File: src/rtl/tis_pkg.sv
package tis_pkg;
  // clock and slow oscillator
  localparam int unsigned CLK_HZ = 50_000_000;
  localparam int unsigned SLOW_OSC_HZ = 32_768;
  localparam int unsigned SLOW_DIV = CLK_HZ / SLOW_OSC_HZ;
  localparam int unsigned DIV_W = 11;
  localparam logic [DIV_W-1:0] SLOW_DIV_LAST = DIV_W'(SLOW_DIV - 1);
  localparam int unsigned TEMP_TICKS = 1024;
  localparam logic [9:0] TEMP_TICK_LAST = 10'(TEMP_TICKS - 1);
  localparam int unsigned RESET_TICKS_DEF = 64;
  // thermal levels in degrees C
  localparam logic [7:0] WARN_LEVEL_C = 8'h78;
  localparam logic [7:0] ALARM_LEVEL_C = 8'h9B;
  // register byte offsets
  localparam logic [7:0] OFS_IRQ_MASK = 8'h00;
  localparam logic [7:0] OFS_IRQ_SRC = 8'h04;
  localparam logic [7:0] OFS_STATUS = 8'h08;
  localparam logic [7:0] OFS_SOFT_RST = 8'h0C;
  localparam logic [7:0] OFS_CFG = 8'h10;
  localparam logic [7:0] OFS_RATE = 8'h14;
  localparam logic [7:0] OFS_AUX0 = 8'h18;
  localparam logic [7:0] OFS_AUX_PIN_ONE = 8'h1C;
  localparam logic [7:0] SOFT_RESET_KEY = 8'hDE;
  // reset values
  localparam logic [7:0] IRQ_MASK_RST = 8'h00;
  localparam logic [7:0] CFG_RST = 8'h00;
  localparam logic [7:0] RATE_RST = 8'h00;
  localparam logic [7:0] AUX0_RST = 8'h00;
  localparam logic [7:0] AUX_PIN_ONE_RST = 8'h00;
  // source bits
  localparam int unsigned SRC_WARN = 0;
  localparam int unsigned SRC_ALARM = 1;
  localparam int unsigned SRC_PEN = 2;
  localparam int unsigned SRC_DATA = 3;
  localparam int unsigned SRC_PROX = 4;
  localparam int unsigned SRC_SHORT = 5;
  // status bits
  localparam int unsigned ST_WARN = 0;
  localparam int unsigned ST_ALARM = 1;
  localparam int unsigned ST_PEN = 2;
  localparam int unsigned ST_PROX = 3;
  localparam int unsigned ST_SHORT = 4;
  localparam int unsigned ST_RESET = 7;
  // operating modes
  localparam logic [1:0] MODE_MANUAL = 2'h0;
  localparam logic [1:0] MODE_PEN_DET = 2'h1;
  localparam logic [1:0] MODE_PEN_TRIG = 2'h2;
  // aux routing codes
  localparam logic [1:0] AUX_BIT = 2'h0;
  localparam logic [1:0] AUX_FIVE_WIRE_SENSE = 2'h1;
  localparam logic [1:0] AUX_PSENSE = 2'h2;
  localparam logic [1:0] AUX_PSHIELD = 2'h3;

  typedef struct packed {
    logic [1:0] actuator_type_select;
    logic [2:0] proximity_scan_interval;
    logic [1:0] op_mode;
    logic thermal_monitor_continuous;
  } tis_cfg_s;

  typedef struct packed {
    logic [1:0] func;
    logic [3:0] sel;
  } tis_aux_s;

  typedef enum logic [1:0] {TS_WAIT, TS_PEND, TS_MEAS} tis_temp_e;
  typedef enum logic [1:0] {RS_RUN, RS_HOLD, RS_COUNT} tis_rst_e;
endpackage

File: src/rtl/tis_supervisor.sv
// Local design decisions: the register offsets and the APB interface to the registers.
`timescale 1ns/1ps
module tis_supervisor #(
  parameter int unsigned RESET_TICKS = tis_pkg::RESET_TICKS_DEF,
  parameter int unsigned TEMP_TICKS = tis_pkg::TEMP_TICKS
) (
  input wire logic clock,
  input wire logic resetn,
  input wire logic [7:0] paddr,
  input wire logic psel,
  input wire logic penable,
  input wire logic pwrite,
  input wire logic [31:0] pwdata,
  output logic [31:0] prdata,
  output logic pready,
  output logic pslverr,
  input wire logic external_reset_n,
  input wire logic esd_event,
  input wire logic adc_busy,
  input wire logic temp_done,
  input wire logic [7:0] temp_celsius,
  input wire logic pen_event,
  input wire logic data_ready_event,
  input wire logic prox_event,
  input wire logic short_event,
  input wire logic pen_status,
  input wire logic prox_status,
  input wire logic short_status,
  input wire logic chan_data_read_done,
  input wire logic five_wire_sense,
  input wire logic prox_sensor_route,
  input wire logic prox_shield_route,
  output logic host_interrupt_n,
  output logic temp_start,
  output logic thermal_shutdown,
  output logic discard_results,
  output logic restart_sequence,
  output logic touch_enable,
  output logic prox_enable,
  output logic haptics_enable,
  output logic adc_halt,
  output logic aux_pin_one,
  output logic aux_pin_two,
  output logic aux_pin_three
);
  localparam logic [15:0] RESET_LAST = 16'(RESET_TICKS - 1);
  localparam logic [9:0] TEMP_LAST = 10'(TEMP_TICKS - 1);

  // slow oscillator enable
  logic [tis_pkg::DIV_W-1:0] div_q;
  logic slow_tick;
  assign slow_tick = (div_q == tis_pkg::SLOW_DIV_LAST);
  always_ff @(posedge clock or negedge resetn) begin
    if (!resetn) begin
      div_q <= '0;
    end else if (slow_tick) begin
      div_q <= '0;
    end else begin
      div_q <= div_q + 1'b1;
    end
  end

  logic external_reset_n_s1_q;
  logic external_reset_n_s2_q;
  always_ff @(posedge clock or negedge resetn) begin
    if (!resetn) begin
      external_reset_n_s1_q <= 1'b1;
      external_reset_n_s2_q <= 1'b1;
    end else begin
      external_reset_n_s1_q <= external_reset_n;
      external_reset_n_s2_q <= external_reset_n_s1_q;
    end
  end

  // apb decode
  logic setup_ph, access_done, wr_en, rd_en, mapped, soft_key;
  logic sel_mask, sel_src, sel_stat, sel_srst;
  logic sel_cfg, sel_rate, sel_aux0, sel_aux_pin_one;
  assign setup_ph = psel && !penable;
  assign access_done = psel && penable && pready;
  assign wr_en = access_done && pwrite;
  assign rd_en = access_done && !pwrite;
  assign sel_mask = (paddr == tis_pkg::OFS_IRQ_MASK);
  assign sel_src = (paddr == tis_pkg::OFS_IRQ_SRC);
  assign sel_stat = (paddr == tis_pkg::OFS_STATUS);
  assign sel_srst = (paddr == tis_pkg::OFS_SOFT_RST);
  assign sel_cfg = (paddr == tis_pkg::OFS_CFG);
  assign sel_rate = (paddr == tis_pkg::OFS_RATE);
  assign sel_aux0 = (paddr == tis_pkg::OFS_AUX0);
  assign sel_aux_pin_one = (paddr == tis_pkg::OFS_AUX_PIN_ONE);
  assign mapped = sel_mask | sel_src | sel_stat | sel_srst | sel_cfg
                | sel_rate | sel_aux0 | sel_aux_pin_one;
  assign soft_key = wr_en && sel_srst && mapped
                  && (pwdata[7:0] == tis_pkg::SOFT_RESET_KEY);

  // reset procedure: busy while pin low or counter runs
  tis_pkg::tis_rst_e rst_st_q;
  logic [15:0] rst_cnt_q;
  logic rst_req, rst_busy, rst_done, flag_set;
  assign rst_req = !external_reset_n_s2_q || soft_key || esd_event;
  assign rst_busy = (rst_st_q != tis_pkg::RS_RUN);
  assign rst_done = (rst_st_q == tis_pkg::RS_COUNT) && slow_tick
                  && (rst_cnt_q == RESET_LAST);
  always_ff @(posedge clock or negedge resetn) begin
    if (!resetn) begin
      rst_st_q <= tis_pkg::RS_COUNT;
      rst_cnt_q <= '0;
    end else if (rst_req) begin
      rst_st_q <= tis_pkg::RS_HOLD;
      rst_cnt_q <= '0;
    end else begin
      unique case (rst_st_q)
        tis_pkg::RS_RUN: begin
          rst_cnt_q <= '0;
        end
        tis_pkg::RS_HOLD: begin
          rst_st_q <= tis_pkg::RS_COUNT;
        end
        tis_pkg::RS_COUNT: begin
          if (rst_done) begin
            rst_st_q <= tis_pkg::RS_RUN;
          end else if (slow_tick) begin
            rst_cnt_q <= rst_cnt_q + 1'b1;
          end
        end
      endcase
    end
  end
  assign flag_set = rst_req;

  // configuration registers, defaults during any reset
  logic [7:0] mask_q, cfg_raw_q, rate_q, aux0_q, aux_pin_one_q;
  tis_pkg::tis_cfg_s cfg;
  assign cfg = tis_pkg::tis_cfg_s'(cfg_raw_q);
  always_ff @(posedge clock or negedge resetn) begin
    if (!resetn) begin
      mask_q <= tis_pkg::IRQ_MASK_RST;
      cfg_raw_q <= tis_pkg::CFG_RST;
      rate_q <= tis_pkg::RATE_RST;
      aux0_q <= tis_pkg::AUX0_RST;
      aux_pin_one_q <= tis_pkg::AUX_PIN_ONE_RST;
    end else if (rst_busy || rst_req) begin
      mask_q <= tis_pkg::IRQ_MASK_RST;
      cfg_raw_q <= tis_pkg::CFG_RST;
      rate_q <= tis_pkg::RATE_RST;
      aux0_q <= tis_pkg::AUX0_RST;
      aux_pin_one_q <= tis_pkg::AUX_PIN_ONE_RST;
    end else if (wr_en) begin
      if (sel_mask) mask_q <= pwdata[7:0];
      if (sel_cfg) cfg_raw_q <= pwdata[7:0];
      if (sel_rate) rate_q <= pwdata[7:0];
      if (sel_aux0) aux0_q <= pwdata[7:0];
      if (sel_aux_pin_one) aux_pin_one_q <= pwdata[7:0];
    end
  end

  // activity
  logic ts_on, px_on, hp_on, chip_active, sensor_on;
  assign ts_on = (cfg.op_mode != tis_pkg::MODE_MANUAL);
  assign px_on = (cfg.proximity_scan_interval != 3'h0);
  assign hp_on = (cfg.actuator_type_select != 2'h0);
  assign chip_active = ts_on || px_on || hp_on;
  assign sensor_on = cfg.thermal_monitor_continuous || chip_active;

  // measurement scheduler
  tis_pkg::tis_temp_e tst_q;
  logic [9:0] tcnt_q;
  logic period_end;
  logic may_start;
  assign period_end = slow_tick && (tcnt_q == TEMP_LAST);
  assign may_start = cfg.thermal_monitor_continuous
                   || (chip_active && !adc_busy);
  always_ff @(posedge clock or negedge resetn) begin
    if (!resetn) begin
      tst_q <= tis_pkg::TS_WAIT;
      tcnt_q <= '0;
      temp_start <= 1'b0;
    end else if (rst_busy) begin
      tst_q <= tis_pkg::TS_WAIT;
      tcnt_q <= '0;
      temp_start <= 1'b0;
    end else begin
      temp_start <= 1'b0;
      if (period_end) begin
        tcnt_q <= '0;
      end else if (slow_tick) begin
        tcnt_q <= tcnt_q + 1'b1;
      end
      unique case (tst_q)
        tis_pkg::TS_WAIT: begin
          if (period_end && sensor_on) begin
            tst_q <= tis_pkg::TS_PEND;
          end
        end
        tis_pkg::TS_PEND: begin
          if (!sensor_on) begin
            tst_q <= tis_pkg::TS_WAIT;
          end else if (may_start) begin
            tst_q <= tis_pkg::TS_MEAS;
            temp_start <= 1'b1;
          end
        end
        tis_pkg::TS_MEAS: begin
          if (temp_done) begin
            tst_q <= tis_pkg::TS_WAIT;
          end
        end
      endcase
    end
  end

  // thermal flags and shutdown
  logic warn_q, alarm_q, warn_rise, alarm_rise, meas_ok;
  assign meas_ok = temp_done && (tst_q == tis_pkg::TS_MEAS) && !rst_busy;
  always_ff @(posedge clock or negedge resetn) begin
    if (!resetn) begin
      warn_q <= 1'b0;
      alarm_q <= 1'b0;
    end else if (rst_busy || !sensor_on) begin
      warn_q <= 1'b0;
      alarm_q <= 1'b0;
    end else if (meas_ok) begin
      warn_q <= (temp_celsius > tis_pkg::WARN_LEVEL_C);
      alarm_q <= (temp_celsius > tis_pkg::ALARM_LEVEL_C);
    end
  end
  assign warn_rise = meas_ok && !warn_q
                   && (temp_celsius > tis_pkg::WARN_LEVEL_C);
  assign alarm_rise = meas_ok && !alarm_q
                    && (temp_celsius > tis_pkg::ALARM_LEVEL_C);

  logic shut_leave;
  assign shut_leave = thermal_shutdown && !alarm_q;
  always_ff @(posedge clock or negedge resetn) begin
    if (!resetn) begin
      thermal_shutdown <= 1'b0;
      discard_results <= 1'b0;
      restart_sequence <= 1'b0;
      touch_enable <= 1'b0;
      prox_enable <= 1'b0;
      haptics_enable <= 1'b0;
    end else begin
      thermal_shutdown <= alarm_q;
      discard_results <= alarm_q && !thermal_shutdown;
      restart_sequence <= shut_leave && (rate_q != 8'h00);
      touch_enable <= ts_on && !alarm_q && !rst_busy;
      prox_enable <= px_on && !alarm_q && !rst_busy;
      haptics_enable <= hp_on && !alarm_q && !rst_busy;
    end
  end

  // interrupt sources
  logic [7:0] src_q, src_evt, src_vis;
  logic data_hold, src_clr;
  assign src_evt = {2'b00, short_event, prox_event, data_ready_event,
                    pen_event, alarm_rise, warn_rise};
  assign src_vis = src_q & mask_q;
  assign data_hold = src_vis[tis_pkg::SRC_DATA]
                   && ((cfg.op_mode == tis_pkg::MODE_MANUAL)
                   || (cfg.op_mode == tis_pkg::MODE_PEN_TRIG));
  assign src_clr = data_hold ? chan_data_read_done : (rd_en && sel_src);
  always_ff @(posedge clock or negedge resetn) begin
    if (!resetn) begin
      src_q <= '0;
    end else if (rst_busy) begin
      src_q <= '0;
    end else begin
      // accumulate; a new event beats the clear
      src_q <= (src_clr ? 8'h00 : src_q) | src_evt;
    end
  end

  // status summary
  logic rflag_q;
  logic [7:0] stat_vis;
  always_ff @(posedge clock or negedge resetn) begin
    if (!resetn) begin
      rflag_q <= 1'b0;
    end else if (flag_set) begin
      rflag_q <= 1'b1;
    end else if (rd_en && sel_stat) begin
      rflag_q <= 1'b0;
    end
  end
  assign stat_vis = {rflag_q, 2'b00, short_status && hp_on,
                     prox_status && px_on, pen_status && ts_on,
                     alarm_q, warn_q};

  // interrupt pin and adc halt
  always_ff @(posedge clock or negedge resetn) begin
    if (!resetn) begin
      host_interrupt_n <= 1'b0;
      adc_halt <= 1'b0;
    end else begin
      host_interrupt_n <= !(rst_busy || rst_req || (|src_vis));
      adc_halt <= data_hold;
    end
  end

  // aux pins; the five_wire_sense and proximity paths get one flop of delay
  tis_pkg::tis_aux_s aux_cfg [3];
  logic [15:0] aux_bits;
  logic [2:0] aux_alt;
  logic [2:0] aux_d;
  assign aux_cfg[0] = tis_pkg::tis_aux_s'({aux_pin_one_q[5:4], aux0_q[3:0]});
  assign aux_cfg[1] = tis_pkg::tis_aux_s'({aux_pin_one_q[7:6], aux0_q[7:4]});
  assign aux_cfg[2] = tis_pkg::tis_aux_s'({2'b00, aux_pin_one_q[3:0]});
  assign aux_bits = {src_vis, stat_vis};
  assign aux_alt = {prox_shield_route, prox_sensor_route, five_wire_sense};
  genvar gi;
  generate
    for (gi = 0; gi < 3; gi++) begin : g_aux
      assign aux_d[gi] =
        (aux_cfg[gi].func == tis_pkg::AUX_FIVE_WIRE_SENSE) ? (gi == 0) & aux_alt[0] :
        (aux_cfg[gi].func == tis_pkg::AUX_PSENSE) ? aux_alt[1] :
        (aux_cfg[gi].func == tis_pkg::AUX_PSHIELD) ? aux_alt[2] :
        aux_bits[aux_cfg[gi].sel];
    end
  endgenerate
  always_ff @(posedge clock or negedge resetn) begin
    if (!resetn) begin
      aux_pin_one <= 1'b0;
      aux_pin_two <= 1'b0;
      aux_pin_three <= 1'b0;
    end else begin
      aux_pin_one <= aux_d[0];
      aux_pin_two <= aux_d[1];
      aux_pin_three <= aux_d[2];
    end
  end

  // apb read data; no wait state, prdata and pready are registered during the setup phase
  logic [7:0] rd_mux;
  assign rd_mux = sel_mask ? mask_q :
                  sel_src ? src_vis :
                  sel_stat ? stat_vis :
                  sel_cfg ? cfg_raw_q :
                  sel_rate ? rate_q :
                  sel_aux0 ? aux0_q :
                  sel_aux_pin_one ? aux_pin_one_q : 8'h00;
  always_ff @(posedge clock or negedge resetn) begin
    if (!resetn) begin
      prdata <= 32'h00000000;
      pready <= 1'b0;
      pslverr <= 1'b0;
    end else if (setup_ph) begin
      prdata <= {24'h000000, pwrite ? 8'h00 : rd_mux};
      pready <= 1'b1;
      pslverr <= !mapped;
    end else begin
      pready <= 1'b0;
      pslverr <= 1'b0;
    end
  end
endmodule

File: config.mk
export PLATFORM = sky130hd
export DESIGN_NAME = tis_supervisor
export DESIGN_NICKNAME = d
export VERILOG_FILES = /design/src/rtl/tis_pkg.sv /design/src/rtl/tis_supervisor.sv
export SDC_FILE = /design/constraint.sdc
export NUM_CORES = 1
export LEC_CHECK = 0
export BUFFER_PORTS_ARGS = -buffer_cell sky130_fd_sc_hd__buf_2
export CAP_MARGIN = 20
export CORE_MARGIN = 5
export CORE_UTILIZATION = 30
export CTS_BUF_LIST = sky130_fd_sc_hd__clkbuf_4 sky130_fd_sc_hd__clkbuf_8
export DETAILED_ROUTE_END_ITERATION = 16
export GPL_TIMING_DRIVEN = 0
export PLACE_DENSITY = 0.62
export SYNTH_ARGS = -nofsm -noshare
export SYNTH_HDL_FRONTEND = slang
export SYNTH_SLANG_ARGS = --single-unit
File: constraint.sdc
create_clock -name clock -period 1.9 [get_ports clock]
set_clock_uncertainty 0.05 [all_clocks]
set_input_delay 0.095 -clock clock [delete_from_list [all_inputs] [get_ports clock]]
set_output_delay 0.095 -clock clock [all_outputs]
set_load 0.005 [all_outputs]
; Word-level counts from Yosys, hierarchy flattened
; Cells that the tools add are included.
[classes]
add_sub_neg = 3
magnitude_cmp = 5
n_eq_ne = 28
mux = 67
n_bitwise = 9
reduce_logical = 84
[op_table]
columns = cell, count
row1 = $mux 8, 25
row2 = $mux 16, 3
row3 = $logic_and 1x1->1, 34
row4 = $eq 8x5->1 const B, 4
row5 = $pmux 16 s2, 1
row6 = $mux 10, 3
row7 = $mux 1, 22
row8 = $reduce_bool 2->1, 11
row9 = $add 16x1->16 const B, 1
row10 = $eq 16x6->1 const B, 1
row11 = $eq 8x4->1 const B, 2
row12 = $lt 4x5->1 const B, 3
row13 = $ne 3x3->1 const B, 5
row14 = $eq 2x2->1 const B, 7
row15 = $mux 2, 7
row16 = $bmux 1 s4, 3
row17 = $reduce_and 2->1, 6
row18 = $reduce_bool 3->1, 4
row19 = $add 11x1->11 const B, 1
row20 = $eq 11x11->1 const B, 1
row21 = $logic_not 1->1, 11
row22 = $mux 11, 1
row23 = $add 10x1->10 const B, 1
row24 = $eq 10x10->1 const B, 1
row25 = other kinds (17), 38
[word_totals]
register_bits = 116
in_bits = 68
output_inout_bits = 46
word_cells = 227

; Logic depth before layout (Yosys ltp)
[logic_depth]
word_depth = 15
depth_mapped = 9

; Least setup slack after synthesis
; No wires, ideal clock.
[synth_timing]
kind = reg2reg
startpoint = reg cfg_raw_q[7], in the netlist cfg[7]
endpoint = reg tst_q[0]
setup_ns = 0.128
arrival_ns = 1.938
required_ns = 1.722
setup_slack_ns = -0.215
stages_incl_launch_ff = 6
period_less_slack_ns = 2.115
path_cell_list = dfrtp_1 > or4_1 > o311ai_1 > nor3b_1 > a311oi_2 > mux2_1
[synth_between]
elab_chain_cells = 6
elab_cells_between_ends = 12
classes_between = 2 x eq/ne / 3 x mux / 7 x reduce/logical
[synth_lines]
columns = item, line_no
row1 = "start, declared", tis_supervisor.sv:132  ; logic [7:0] mask_q, cfg_raw_q, rate_q, aux0_q, aux_pin_one_q;
row2 = "start signal, assigned", tis_supervisor.sv:138  ; cfg_raw_q <= tis_pkg::CFG_RST;
row3 = "start signal, assigned", tis_supervisor.sv:144  ; cfg_raw_q <= tis_pkg::CFG_RST;
row4 = "start signal, assigned", tis_supervisor.sv:150  ; if (sel_cfg) cfg_raw_q <= pwdata[7:0];
row5 = $reduce_bool 2->1 *, tis_supervisor.sv:161  ; assign hp_on = (cfg.actuator_type_select != 2'h0);
row6 = $logic_or 1x1->1 *, tis_supervisor.sv:162  ; assign chip_active = ts_on || px_on || hp_on;
row7 = $logic_or 1x1->1 or $logic_and 1x1->1 (tied branches), "tis_supervisor.sv:163, tis_supervisor.sv:172"
row8 = $mux 2 (tied with other cells), tis_supervisor.sv:196  ; if (!sensor_on) begin
row9 = $pmux 2 s3 (tied with other cells), tis_supervisor.sv:189  ; unique case (tst_q)
row10 = $mux 2 or $reduce_and 3->1 (tied branches), --
row11 = "end signal, assigned", tis_supervisor.sv:179  ; tst_q <= tis_pkg::TS_WAIT;
row12 = "end signal, assigned", tis_supervisor.sv:192  ; tst_q <= tis_pkg::TS_PEND;
row13 = "end signal, assigned", tis_supervisor.sv:197  ; tst_q <= tis_pkg::TS_WAIT;
row14 = "end, declared", tis_supervisor.sv:166  ; tis_pkg::tis_temp_e tst_q;
; Every way passes the cells marked *; elsewhere a longest branch is shown, timed or not.
; A chain may end at the register's enable or synchronous reset.

; Final worst setup path
[layout_timing]
startpoint = reg cfg_raw_q[1], in the netlist cfg[1]
endpoint = reg tst_q[0]
[layout_between]
elab_chain_cells = 7
elab_cells_between_ends = 13
classes_between = 2 x eq/ne / 3 x mux / 8 x reduce/logical
[layout_lines]
columns = item, line_no
row1 = $reduce_bool 2->1 *, tis_supervisor.sv:159  ; assign ts_on = (cfg.op_mode != tis_pkg::MODE_MANUAL);
row2 = $logic_or 1x1->1 * (2 in series), tis_supervisor.sv:162
row3 = $logic_or 1x1->1 or $logic_and 1x1->1 (tied branches), "tis_supervisor.sv:163, tis_supervisor.sv:172"
row4 = $mux 2 (tied with other cells), tis_supervisor.sv:196
row5 = $pmux 2 s3 (tied with other cells), tis_supervisor.sv:189
row6 = $mux 2 or $reduce_and 3->1 (tied branches), --
; Marks and branches as above.

==> results.md <==
- Outcome: finished, violations left
- Failing checks: negative setup slack
- Util after Layout: 0.3947
- Die area: 0.02459 mm2
- Period utilization: 1.136
- DRT iter0 DRCs: 419
- I/O pin total: 114
- Final WS setup: -258.7 ps
- CP Max Fanout: 2
- GR Overflow Total: 0
- Average routed wire per standard cell: 17.01 um
- Footprint of the multi-input gates: 0.003500 mm2
- Placed insts: 1046
- Number of flops mapped to enable cells by yosys: 0
- Pin count of the biggest net entering global routing: 92
- Port bufs: 65
- Core Region: 0.02115 mm2
- Die height: 156.8 um
- YS warnings: 0
- RSZ-0062 raised after global routing: yes
- Synth Register Bits: 114
- Diode count: 0
- Least-Margin Pin Slew: 766.2 ps
- Synth Flop Type: dfrtp_1
- PD cells: 658.7 mW/mm2
- Max-Slew Margin vs Limit: 0.4850
- Vias: 5710
- DRC violations left: 0
- Vias in the first global route: 5508
- FILL cells: 2180
- Starting Density: 0.3056
- Ranking of synthesized cells by area: dfrtp_1, mux2i_1, nor2_1
- Tot Pwr: 5.499 mW
- Sequential cell area: 0.002860 mm2
- Worst Path Buf+Inv: 0
- Layout cell share with drive strength beyond 1: 0.2734
- Leak: 3.669 nW
- Sequential fraction of the synthesis area: 0.4418
- Crit Reg-Reg Endpoint: tst_q[0]$_DFFE_PN0P_
- Worst r2r src: cfg[1]$_DFFE_PN0P_
- R2R setup slack: -260 ps
- WHS Endpoint: aux_pin_one$_DFF_PN0_
- Endpoints failing setup: 10
- WP data arrival: 2440 ps
- Clk sinks: 114
- Fin cells: 1120
- CP Depth: 5
- CTS max path bufs: 2
- Max_cap viols: 0
- Number of buffers created by CTS: 17
- Drt first pass iters: 5
- Hold Crit Depth: 4
- HP Class: in2reg
- Setup TNS: -851.8 ps
- TritonCTS clock tree: yes
- Worst setup EP type: flop
- Post-Route WL: 19.06 mm
- H-Tree Depth: 4
- Critical-path cell list: or4_4 > o311ai_4 > nor3b_2 > a311oi_2 > mux2_1
- Crit-path leading delay family: simple AND/OR/NAND/NOR gates
- Vias per cell: 5.098
- Syn Inst Count: 682
- Distinct cells, synth: 85
- Area share of the largest cell type after synthesis: 0.4296
- Min-delay src: five_wire_sense
- Layout area overhead: 29.15%
- Clk_lat worst skew: 450 ps
- Crit path required time: 2180 ps
- Mean Syn Cell Area: 9.479 um2
- Slowest stage delay, CP: 550 ps
- Setup CP Type: reg2reg
- Final min period: 2159 ps
- Clock Pin Slew Worst Setup and Hold Paths: 70 ps
- Peak Freq: 463.2 MHz
- Initial antenna violation count: 0
- Nets@finish: 907
- Root Buffer: clkbuf_8
- Row count: 53
- Slew Limit Fails: 0
- Area leader, netlist: dfrtp_1
- Worst-case reg-to-reg path depth: 5
- Global-route wire length before repair: 29.54 mm
- Final hold vios: 0
- GP Congestion: 0.9331
- Crit path launch type: flop
- Routed Antenna Nets: 0
- Area of the mapped netlist: 0.006465 mm2
- Master of the slowest instance on the critical path: or4_4
- Asr flop ratio synth: 1.000
- Max rail drop VDD: 433.1 uV
- Dpl hpwl: 13.38 mm
- Chip width: 156.8 um
- GRT Overall Usage: 0.1533
-- registers in the layout, indices dropped and copies added (netlist names), 2 cells and up --
| register | count |
|---|---|
| src_q | 6 |
| prdata | 8 |
| mask_q | 8 |
| rst_cnt_q | 16 |
| tcnt_q | 10 |
| cfg | 8 |
| rst_st_q | 2 |
| div_q | 11 |
| rate_q | 8 |
| tst_q | 2 |
| aux_pin_one_q | 8 |
| aux0_q | 8 |
-- cells by family (layout without fill, tap and decap cells) --
kind of cell	Yosys count	count (layout)	synth area share
AOI/OAI and AO/OA	137	137	0.1417
xor gates and xnor gates	18	18	0.02439
adders and majority gates	7	7	0.01355
buffers and inverters	72	212	0.06135
DFF	114	114	0.4418
muxes	53	53	0.09077
other	1	24	0.0005801
and+or+nand+nor	280	280	0.2259
-- per-stage QoR --
step	setup slack, ps	cell area, um2	hold slack (ps)
finish	-258.7	8349	53.86
detailed placement	-415.4	7267	-73.18
floorplan	-151.2	6564	-250.6
global placement	-829.1	7233	150.4
CTS	-252.3	8173	28.60
global route	-313.8	8349	77.05
-- power by group --
group | total, mW | switching, mW | leakage, nW | internal [mW]
registers | 2.46 | 0.0126 | 1.55 | 2.44
logic | 0.443 | 0.261 | 1.90 | 0.182
clock network | 2.60 | 1.03 | 0.222 | 1.57
total | 5.50 | 1.30 | 3.67 | 4.20
-- repair_timing --
item	in CTS	in global routing
pin swaps	22	14
setup endpoints to repair	75	74
hold buffers	22	0
resized for setup	29	35
buffers inserted	19	4
endpoints found under the hold margin	155	0
-- worst min-delay path: cells and delay by family --
| family | cells | cell delay, ps |
|---|---|---|
| buffers and inverters | 1 | 80 |
| AO/OA/AOI/OAI | 2 | 190 |
| multiplexers | 1 | 130 |
-- cell type report --
cell class	instances	share of cell area
well taps	275	0.04121
inverters	16	0.007193
clock buffers	23	0.03567
multi-input cells	519	0.4192
flip-flops and latches	114	0.3426
clock inverters	9	0.01828
repair buffers	112	0.09486
plain buffers	52	0.04106
-- cell usage after synthesis (5+ instances only) --
library cell  count
a21oi_1          38
a22oi_1           5
and3_1            6
buf_4            28
clkbuf_1         21
dfrtp_1         111
ha_1              7
inv_1            16
mux2i_1          44
nand2_1          51
nand2b_1         11
nand3_1          28
nand4_1          15
nor2_1           90
nor2b_1          11
nor3_1           13
nor4_1            6
o21ai_0          33
o22ai_1           5
or3_1            11
or4_1             7
xor2_1           14
-- worst max-delay path by stage --
stage / end / slack [ps] / startpoint
after global routing: tst_q[0]$_DFFE_PN0P_ / -310 / cfg[1]$_DFFE_PN0P_
after CTS: tst_q[0]$_DFFE_PN0P_ / -250 / cfg[1]$_DFFE_PN0P_
after global placement: prdata[2]$_DFFE_PN0P_ / -830 / resetn
final: tst_q[0]$_DFFE_PN0P_ / -260 / cfg[1]$_DFFE_PN0P_
after floorplan: rst_cnt_q[13]$_DFFE_PN0P_ / -150 / div_q[0]$_DFF_PN0_
after detailed placement: tst_q[0]$_DFFE_PN0P_ / -420 / tcnt_q[0]$_DFFE_PN0P_
-- routing by layer --
metal,GRT usage,wire (um),part of all wire
met3,0.03678,1163,0.061
met4,0.06488,616,0.032
met5,0,0,0
met2,0.2433,8864,0.47
met1,0.2003,8409,0.44
-- placed cells by master (no fill, tap or decap), types with 15 or more instances in the layout --
cell and n:
nand2_1 46, clkbuf_8 22, nand4_1 15, nand3_1 25, buf_2 66, dlygate4sd3_1 22
o21ai_0 28, mux2i_1 44, a21oi_1 36, buf_4 49, dfrtp_1 108, conb_1 24
nor2_1 88
Note: power is estimated with default switching activity, not from simulation.
